`src/rtl/mfp_map.svh`:
```
// constants for the multifunction pin mux
`ifndef MFP_MAP_SVH
`define MFP_MAP_SVH
`define MFP_NPINS         10
`define MFP_PIN_IO1       4'h0
`define MFP_PIN_IO2       4'h1
`define MFP_PIN_IO3       4'h2
`define MFP_PIN_IO4       4'h3
`define MFP_PIN_IO5       4'h4
`define MFP_PIN_IO6       4'h5
`define MFP_PIN_TXD       4'h6
`define MFP_PIN_RXD       4'h7
`define MFP_PIN_BCLK      4'h8
`define MFP_PIN_WA        4'h9
`define MFP_CLK_HZ        100000000
`define MFP_MCLK13_HZ     13000000
`define MFP_MCLK26_HZ     26000000
`define MFP_MCLK13_DIV    (`MFP_CLK_HZ / (2 * `MFP_MCLK13_HZ))
`define MFP_MCLK26_DIV    (`MFP_CLK_HZ / (2 * `MFP_MCLK26_HZ))
`define MFP_WA_HALF       5'h0F
`define MFP_BCLK_DIV      8'h1F
`define MFP_BLINK_BITS    24
`endif

```
`src/rtl/mfp_pkg.sv`:
```
// types for the multifunction pin mux
package mfp_pkg;
  typedef enum logic [3:0] {
    MFP_DISABLED = 4'h0,
    MFP_GP_IN    = 4'h1,
    MFP_GP_OUT   = 4'h2,
    MFP_NET_STAT = 4'h3,
    MFP_GNSS_EN  = 4'h4,
    MFP_GNSS_RDY = 4'h5,
    MFP_RTC_SHR  = 4'h6,
    MFP_SIM_DET  = 4'h7,
    MFP_SIM_HOT  = 4'h8,
    MFP_AUDIO    = 4'h9,
    MFP_MCLK     = 4'hA
  } mfp_func_e;
  typedef enum logic [1:0] {
    MFP_NS_NONE = 2'h0,
    MFP_NS_HOME = 2'h1,
    MFP_NS_ROAM = 2'h2,
    MFP_NS_DATA = 2'h3
  } mfp_net_e;
  typedef struct packed {
    logic       valid;
    logic [3:0] pin;
    mfp_func_e  func;
  } mfp_sel_s;
  typedef struct packed {
    logic [9:0] out;
    logic [9:0] oe;
    logic [9:0] pd;
  } mfp_pad_s;
endpackage

```
`src/rtl/mfp_audio_frame.sv`:
```
// audio bit clock and word-alignment generator, long-sync frames
`timescale 1ns/10ps
`include "mfp_map.svh"
module mfp_audio_frame
  import mfp_pkg::*;
(
  input  wire logic clk,      // system clock
  input  wire logic rst_n,    // async reset
  input  wire logic enable,   // audio function active
  output logic      bclk_r,   // bit clock
  output logic      wa_r,     // word alignment
  output logic      fall_r    // pulse on bit clock falling edge
);
  logic [7:0] div_r;
  logic [4:0] bit_r;
  wire        tick = (div_r == `MFP_BCLK_DIV);

  // divider: one tick per half bit period
  always_ff @(posedge clk or negedge rst_n) begin
    if (!rst_n) div_r <= 8'h00;
    else if (!enable || tick) div_r <= 8'h00;
    else div_r <= div_r + 8'h01;
  end

  // 32 bit clocks per frame, alignment high 16 then low 16
  // alignment idles high so the first frame after enable is full length
  always_ff @(posedge clk or negedge rst_n) begin
    if (!rst_n) begin
      bclk_r <= 1'b0;
      bit_r  <= 5'h00;
      wa_r   <= 1'b1;
      fall_r <= 1'b0;
    end else if (!enable) begin
      bclk_r <= 1'b0;
      bit_r  <= 5'h00;
      wa_r   <= 1'b1;
      fall_r <= 1'b0;
    end else begin
      fall_r <= tick && bclk_r;
      if (tick) begin
        bclk_r <= ~bclk_r;
        if (bclk_r) begin
          bit_r <= bit_r + 5'h01;
          wa_r  <= (bit_r + 5'h01) <= `MFP_WA_HALF;
        end
      end
    end
  end
endmodule

```
`src/rtl/mfp_pin_mux.sv`:
```
// ten-pin function multiplexer with custom pin functions
`timescale 1ns/10ps
`include "mfp_map.svh"
// Operation
// - ten pins, each input, output or function
// - network status shown on pins one-four
// - gnss supply enable on pins one-four
// - gnss ready sense only on pin three
// - rtc sharing output only on pin four
// - sim detect on pin five, default
// - hot plug enables sim on insertion
// - 13/26 MHz select on pin six, default; gives about 16.7/50 MHz
// - general input reports sensed level
// - general output drives level; pin four default
// - disabled means tristate, pull-down; pins 1-3
// - long-sync alignment 16 high, 16 low
module mfp_pin_mux
  import mfp_pkg::*;
(
  input  wire logic       REF_CLK,       // 100 MHz clock
  input  wire logic       RST_N,         // async reset, low
  input  wire mfp_sel_s   SEL,           // function select command
  input  wire logic [9:0] GP_LEVEL,      // general output levels
  input  wire mfp_net_e   NET_STATE,     // network state
  input  wire logic       GNSS_PWR,      // gnss supply request
  input  wire logic       RTC_SYNC,      // rtc sync level to share
  input  wire logic       MCLK_26,       // 1 selects 26 MHz
  input  wire logic       AUD_TXD,       // audio transmit data
  input  wire logic [9:0] PAD_IN,        // pad input levels
  output mfp_pad_s        PAD,           // pad drive, enable, pulldown
  output logic [9:0]      GP_IN_LEVEL,   // synchronised input levels
  output logic            SEL_ACK,       // selection accepted pulse
  output logic            SEL_REJ,       // selection refused pulse
  output logic            GNSS_READY,    // gnss data ready sensed
  output logic            SIM_PRESENT,   // sim card present
  output logic            SIM_IF_EN,     // sim interface enable
  output logic            AUD_RXD        // audio receive data
);
  mfp_func_e  func_r [0:9];
  logic [9:0] sync1_r;
  logic [9:0] sync2_r;
  logic [7:0] mdiv_r;
  logic       mclk_r;
  logic [`MFP_BLINK_BITS-1:0] blink_r;
  logic       bclk;
  logic       wa;
  logic       afall;
  logic       txd_r;
  mfp_pad_s   pad_nxt;

  // which functions a pin may carry
  function automatic logic allowed(input logic [3:0] p, input mfp_func_e f);
    case (f)
      MFP_DISABLED, MFP_GP_IN, MFP_GP_OUT: allowed = p < `MFP_NPINS;
      MFP_NET_STAT, MFP_GNSS_EN: allowed = p <= `MFP_PIN_IO4;
      MFP_GNSS_RDY: allowed = p == `MFP_PIN_IO3;
      MFP_RTC_SHR:  allowed = p == `MFP_PIN_IO4;
      MFP_SIM_DET, MFP_SIM_HOT: allowed = p == `MFP_PIN_IO5;
      MFP_MCLK:     allowed = p == `MFP_PIN_IO6;
      MFP_AUDIO:    allowed = p >= `MFP_PIN_TXD && p < `MFP_NPINS;
      default:      allowed = 1'b0;
    endcase
  endfunction

  // power-up function of each pin
  function automatic mfp_func_e reset_func(input int i);
    if (i <= `MFP_PIN_IO3) reset_func = MFP_DISABLED;
    else if (i == `MFP_PIN_IO4) reset_func = MFP_GP_OUT;
    else if (i == `MFP_PIN_IO5) reset_func = MFP_SIM_DET;
    else if (i == `MFP_PIN_IO6) reset_func = MFP_MCLK;
    else reset_func = MFP_AUDIO;
  endfunction

  // a command is taken only where the pin supports the function;
  // a refused one leaves the stored function untouched
  wire sel_ok = SEL.valid && allowed(SEL.pin, SEL.func);

  // one function register per pin; a write replaces it whole
  genvar g;
  generate
    for (g = 0; g < `MFP_NPINS; g++) begin : g_func
      always_ff @(posedge REF_CLK or negedge RST_N) begin
        if (!RST_N) func_r[g] <= reset_func(g);
        else if (sel_ok && SEL.pin == 4'(g)) func_r[g] <= SEL.func;
      end
    end
  endgenerate

  // command answer pulses
  always_ff @(posedge REF_CLK or negedge RST_N) begin
    if (!RST_N) begin
      SEL_ACK <= 1'b0;
      SEL_REJ <= 1'b0;
    end else begin
      SEL_ACK <= sel_ok;
      SEL_REJ <= SEL.valid && !sel_ok;
    end
  end

  // pad inputs are asynchronous: two flops before use
  // the first stage may go metastable, so only the second is read
  always_ff @(posedge REF_CLK or negedge RST_N) begin
    if (!RST_N) begin
      sync1_r <= 10'h000;
      sync2_r <= 10'h000;
    end else begin
      sync1_r <= PAD_IN;
      sync2_r <= sync1_r;
    end
  end

  // master clock: integer divider of the system clock, so 26 MHz comes
  // out as 50 MHz and 13 MHz as about 16.7 MHz; exact rates need a
  // faster source clock (limitation)
  wire [7:0] mdiv_lim = MCLK_26 ? 8'(`MFP_MCLK26_DIV - 1)
                                : 8'(`MFP_MCLK13_DIV - 1);
  always_ff @(posedge REF_CLK or negedge RST_N) begin
    if (!RST_N) begin
      mdiv_r <= 8'h00;
      mclk_r <= 1'b0;
    end else if (mdiv_r >= mdiv_lim) begin
      mdiv_r <= 8'h00;
      mclk_r <= ~mclk_r;
    end else begin
      mdiv_r <= mdiv_r + 8'h01;
    end
  end

  // free-running blink counter for network status patterns
  // a long counter trades flops for blink rates a person can see
  always_ff @(posedge REF_CLK or negedge RST_N) begin
    if (!RST_N) blink_r <= '0;
    else blink_r <= blink_r + 1'b1;
  end

  // status pattern: off, steady, slow blink, fast blink
  wire b_slow = blink_r[`MFP_BLINK_BITS-1];
  wire b_fast = blink_r[`MFP_BLINK_BITS-3];
  wire net_lvl = (NET_STATE == MFP_NS_HOME) ? 1'b1 :
                 (NET_STATE == MFP_NS_ROAM) ? b_slow :
                 (NET_STATE == MFP_NS_DATA) ? b_fast : 1'b0;

  // audio engine runs only while the word-align pin carries audio
  mfp_audio_frame u_aud (
    .clk    (REF_CLK),
    .rst_n  (RST_N),
    .enable (func_r[`MFP_PIN_WA] == MFP_AUDIO),
    .bclk_r (bclk),
    .wa_r   (wa),
    .fall_r (afall)
  );

  // transmit data changes on bit clock fall
  always_ff @(posedge REF_CLK or negedge RST_N) begin
    if (!RST_N) txd_r <= 1'b0;
    else if (afall) txd_r <= AUD_TXD;
  end

  // per-pin drive selection
  // sensing pins leave oe low; only disabled pins get the pull-down
  always_comb begin
    pad_nxt = '0;
    for (int i = 0; i < `MFP_NPINS; i++) begin
      case (func_r[i])
        MFP_GP_OUT: begin
          pad_nxt.out[i] = GP_LEVEL[i];
          pad_nxt.oe[i]  = 1'b1;
        end
        MFP_NET_STAT: begin
          pad_nxt.out[i] = net_lvl;
          pad_nxt.oe[i]  = 1'b1;
        end
        MFP_GNSS_EN: begin
          pad_nxt.out[i] = GNSS_PWR;
          pad_nxt.oe[i]  = 1'b1;
        end
        MFP_RTC_SHR: begin
          pad_nxt.out[i] = RTC_SYNC;
          pad_nxt.oe[i]  = 1'b1;
        end
        MFP_MCLK: begin
          pad_nxt.out[i] = mclk_r;
          pad_nxt.oe[i]  = 1'b1;
        end
        MFP_AUDIO: begin
          pad_nxt.oe[i]  = (i != `MFP_PIN_RXD);
          pad_nxt.out[i] = (i == `MFP_PIN_TXD) ? txd_r :
                           (i == `MFP_PIN_BCLK) ? bclk : wa;
        end
        MFP_DISABLED: pad_nxt.pd[i] = 1'b1;
        default: ;
      endcase
    end
  end

  // sim pad level is taken only after the two-flop synchroniser
  wire sim_lvl = sync2_r[`MFP_PIN_IO5];
  wire sim_det = func_r[`MFP_PIN_IO5] == MFP_SIM_DET;
  wire sim_hot = func_r[`MFP_PIN_IO5] == MFP_SIM_HOT;

  // registered outputs
  // a sensed input reads zero unless its pin carries that function
  always_ff @(posedge REF_CLK or negedge RST_N) begin
    if (!RST_N) begin
      PAD         <= '0;
      GP_IN_LEVEL <= 10'h000;
      GNSS_READY  <= 1'b0;
      SIM_PRESENT <= 1'b0;
      SIM_IF_EN   <= 1'b1;
      AUD_RXD     <= 1'b0;
    end else begin
      PAD <= pad_nxt;
      for (int i = 0; i < `MFP_NPINS; i++)
        GP_IN_LEVEL[i] <= (func_r[i] == MFP_GP_IN) && sync2_r[i];
      GNSS_READY  <= (func_r[`MFP_PIN_IO3] == MFP_GNSS_RDY) &&
                     sync2_r[`MFP_PIN_IO3];
      SIM_PRESENT <= (sim_det || sim_hot) && sim_lvl;
      SIM_IF_EN   <= sim_hot ? sim_lvl : 1'b1;
      AUD_RXD     <= (func_r[`MFP_PIN_RXD] == MFP_AUDIO) &&
                     sync2_r[`MFP_PIN_RXD];
    end
  end
endmodule

```
`config.mk`:
```
export PLATFORM = sky130hd
export DESIGN_NAME = mfp_pin_mux
export DESIGN_NICKNAME = d
export VERILOG_FILES = /design/src/rtl/mfp_pkg.sv /design/src/rtl/mfp_audio_frame.sv /design/src/rtl/mfp_pin_mux.sv
export VERILOG_INCLUDE_DIRS = /design/src /design/src/rtl
export SDC_FILE = /design/constraint.sdc
export NUM_CORES = 1
export LEC_CHECK = 0
export BUFFER_PORTS_ARGS = -buffer_cell sky130_fd_sc_hd__buf_2
export CAP_MARGIN = 10
export CORE_AREA = 10 10 129 131
export CTS_CLUSTER_DIAMETER = 50
export DETAILED_ROUTE_END_ITERATION = 6
export DIE_AREA = 0 0 139 141
export PLACE_DENSITY = 0.8
export SYNTH_ARGS = -nofsm -noshare
export SYNTH_HDL_FRONTEND = slang
export SYNTH_SLANG_ARGS = --single-unit
```
`constraint.sdc`:
```
create_clock -name REF_CLK -period 2.08 [get_ports REF_CLK]
set_input_delay 0.104 -clock REF_CLK [delete_from_list [all_inputs] [get_ports REF_CLK]]
set_output_delay 0.104 -clock REF_CLK [all_outputs]
set_load 0.01 [all_outputs]
```
==> impl_metrics.csv <==
group,metric,value,unit
sta,finalHoldViolCount,0,
setup_path,criticalPathCategory,"input pin to flip-flop",
clock_network,clk_latency,420,ps
drt,vias,5042,
synth,ys_ff_latch,156,
pwr,finalPower,7.711,mW
synth,synth_largest_type_area_fraction,51.18,%
sta,rsz0062_at_grt,"no",
grt,grt_use_total,16.54,%
clock_network,cts-root-buf,"clkbuf_16",
pwr,combPwrFrac,14.0,%
placement,dp.cells,865,
synth,synth.most_common_cell,"dfrtp_1",
placement,port_buffers,82,
drt,drt_iter0_drc,350,
sta,relSlewSlack,54.08,%
synth,synth_area_leaders,"dfrtp_1 (51%), dfstp_2 (6.1%), nand2_1 (3.1%)",
grt,antenna_found_initial,0,
setup_path,crit_buf_inv,2,
grt,grt_pass1_vias,5237,
grt,grt-ovfl-total,0,
clock_network,clock_path_buffers,2,
sta,tightestPinTransition,688.8,ps
clock_network,cts_setup_buffers,0,
grt,grt_pass1_wl,26570,um
sta,period_share,94.65,%
synth,yosys_warnings,0,
synth,avgSynthCellArea,11.15,um2
pwr,max-vdd-ir-drop,0.6282,mV
synth,netlist_area,6845,um2
run,cap_viol_max_count,0,
synth,synth_xor_area_share,5.374,%
placement,place.gp.congestion,0.8522,
drt,drtAntennaViolNets,0,
setup_path,max_stage_delay,530,ps
pwr,swShare,26.88,%
pwr,power.internal,5.639,mW
clock_network,numCtsBuffers,17,
die,fp.dieH,141,um
pwr,p_switching,2.072,mW
final_layout,area_growth,19.59,%
clock_network,clk_pin_slew,60,ps
sta,finalMaxSlewViolations,0,
die,core_area,14200,um2
drt,viasPerCell,5.541,
drt,drcViolationCount,0,
setup_path,worstSetupEndpointType,"flip-flop",
die,io_pins,83,
setup_path,crit_start,"SEL[8]",
die,start_util,48.19,%
setup_path,cp_cell_sequence,"dlygate4sd3_1, buf_2, nor2b_1, nand3b_1, or3b_2, mux2_2",
pwr,clockPowerShare,37.9,%
sta,skew,6.034,ps
clock_network,cts_tree,"yes",
setup_path,r2r-start,"blink_r[2]",
synth,netlist_top_cells_count,"dfrtp_1 (140), nand2_1 (57), nor2_1 (46), clkbuf_1 (29)",
synth,ys.flop_type,"dfrtp_1",
setup_path,crit_path_max_fanout,7,
synth,synth_fa_ha_area_share,1.097,%
pwr,cellPowerDensity,941.9,nW/um2
synth,syn_inst,614,
drt,wl_per_cell,17.35,um
synth,synth-compound-area-share,9.559,%
worst_hold_path,holdCritStartpoint,"SEL[5]",
setup_path,crit_required,2380,ps
placement,dp_hpwl,10820,um
synth,yosysTopAreaCell,"dfrtp_1",
drt,drt-total-wl,15790,um
sta,finalSetupViolations,0,
die,die_area,19600,um2
final_layout,antenna_cells,0,
final_layout,fin_nets,756,
synth,synthSimpleGateAreaFrac,18.41,%
pwr,p_leak,3.712,nW
final_layout,fin_cells,910,
sta,fin_crit,1969,ps
setup_path,crit_slowest_cell,"dlygate4sd3_1",
setup_path,crit_arrival,2270,ps
sta,fmax,508.0,MHz
synth,synth_edf_count,0,
clock_network,h-tree-depth,4,
worst_hold_path,min_path_type,"input pin to flip-flop",
drt,firstDrtPassIters,5,
final_layout,drive_gt1_share,22.87,%
grt,grt_max_degree,75,
pwr,p_seq_share,48.1,%
synth,yosysUniqueCellTypes,61,
synth,synthMuxAreaShare,4.570,%
die,die_x,139,um
setup_path,cpLargestDelayFamily,"simple AND/OR/NAND/NOR gates",
die,rows,44,
synth,ys_seq_area_share,57.32,%
setup_path,start_kind,"input pin",
synth,synth_top_family_by_area,"simple AND/OR/NAND/NOR gates",
clock_network,cts.sink_count,156,
synth,async_flop_share,100.0,%
outcome,status,"completed",
## worst min-delay path, cell delays in order
cell     delay, ps
buf_2          180
nand3_1        110
o21ai_0         80
## power by group through the flow
stage	logic, mW	clock network [mW]	registers [mW]
finish	1.08	2.92	3.71
global route	1.21	3.09	3.76
CTS	1.09	2.95	3.71
detailed placement	1.06	0	3.75
global placement	1.02	0	3.73
floorplan	0.637	0	3.68
## layer usage
metal | wire (um) | part of all wire, % | vias up | track usage (%)
li1 | - | - | 2346 | -
met1 | 6603 | 42 | 2515 | 19.28
met2 | 7921 | 50 | 154 | 28.25
met3 | 1021 | 6.5 | 27 | 5.307
met4 | 244 | 1.5 | 0 | 5.491
met5 | 0 | 0 | - | 0
## cells in the final DEF, fill, tap and decap left out, types with 5 or more instances in the layout
cell type / count
mux2i_1: 11
nor4_1: 17
nand2b_1: 12
nor2_1: 46
dfrtp_1: 140
clkbuf_1: 9
o21ai_0: 22
nand3b_1: 11
and2_1: 5
ha_1: 6
buf_2: 81
a21oi_1: 18
or3_1: 5
conb_1: 5
buf_4: 14
and4_1: 5
nor4bb_1: 6
o32ai_1: 12
dfstp_2: 16
o22ai_1: 13
xor2_1: 22
nor2b_1: 7
nand3_1: 22
dlygate4sd3_1: 13
mux2_2: 14
xnor2_1: 20
nand2_1: 57
inv_1: 22
clkbuf_16: 17
and3_1: 8
## final timing paths
| kind | endpoint | slack [ps] | cells past startpoint |
|---|---|---|---|
| max | func_r[1] | 110 | 6 |
| min | func_r[11] | 60 | 3 |
| max reg2reg | blink_r[19] | 190 | 5 |
| min reg2reg | sync2_r[5] | 350 | 0 |
| max in group asynchronous | SIM_IF_EN | 1140 | 3 |
| min in group asynchronous | AUD_RXD | 260 | 2 |
## sequential cells by signal, indices dropped and copies added (netlist names), 5 cells and up
| name | flops |
|---|---|
| mdiv_r | 8 |
| u_aud.div_r | 8 |
| blink_r | 24 |
| sync1_r | 10 |
| GP_IN_LEVEL | 10 |
| u_aud.bit_r | 5 |
| sync2_r | 10 |
| func_r | 40 |
| PAD | 30 |
## repair_timing
item	CTS	global route
hold buffers	13	0
resized for setup	0	0
hold endpoints to repair	69	0
endpoints found under the setup margin	0	0
## metrics by stage
stage / area [um2] / worst slack, ps / util, % / setup TNS, ps / hold slack (ps)
6_report: 8187 / 111.3 / 57.64 / 0 / 58.57
2_1_floorplan: 6860 / 167.3 / - / 0 / -191.6
3_5_place_dp: 7507 / -55.17 / 52.85 / -296.3 / 179.5
4_1_cts: 8187 / 192.1 / 57.64 / 0 / 48.12
5_1_grt: 8187 / 1.165 / 57.64 / 0 / 69.77
3_3_place_gp: 7507 / 77.84 / 52.85 / 0 / 165.3
## area by class of cell
type / count / area [um2]
timing repair buffer: 112 / 711.9
clock buffer: 30 / 514.2
sequential: 156 / 3924
clock inverter: 2 / 35.03
tap: 184 / 230.2
inverter: 22 / 82.58
multi-input combinational: 404 / 2689
fill: 1145 / 6017
## cell families after synthesis
group,after synthesis
AND/OR/NAND/NOR,231
flip-flops,156
AO/OA/AOI/OAI,91
buffers and inverters,58
XOR/XNOR,42
multiplexers,29
adder cells (fa/ha/maj),6
other,1
(Power assumes the default switching activity.)
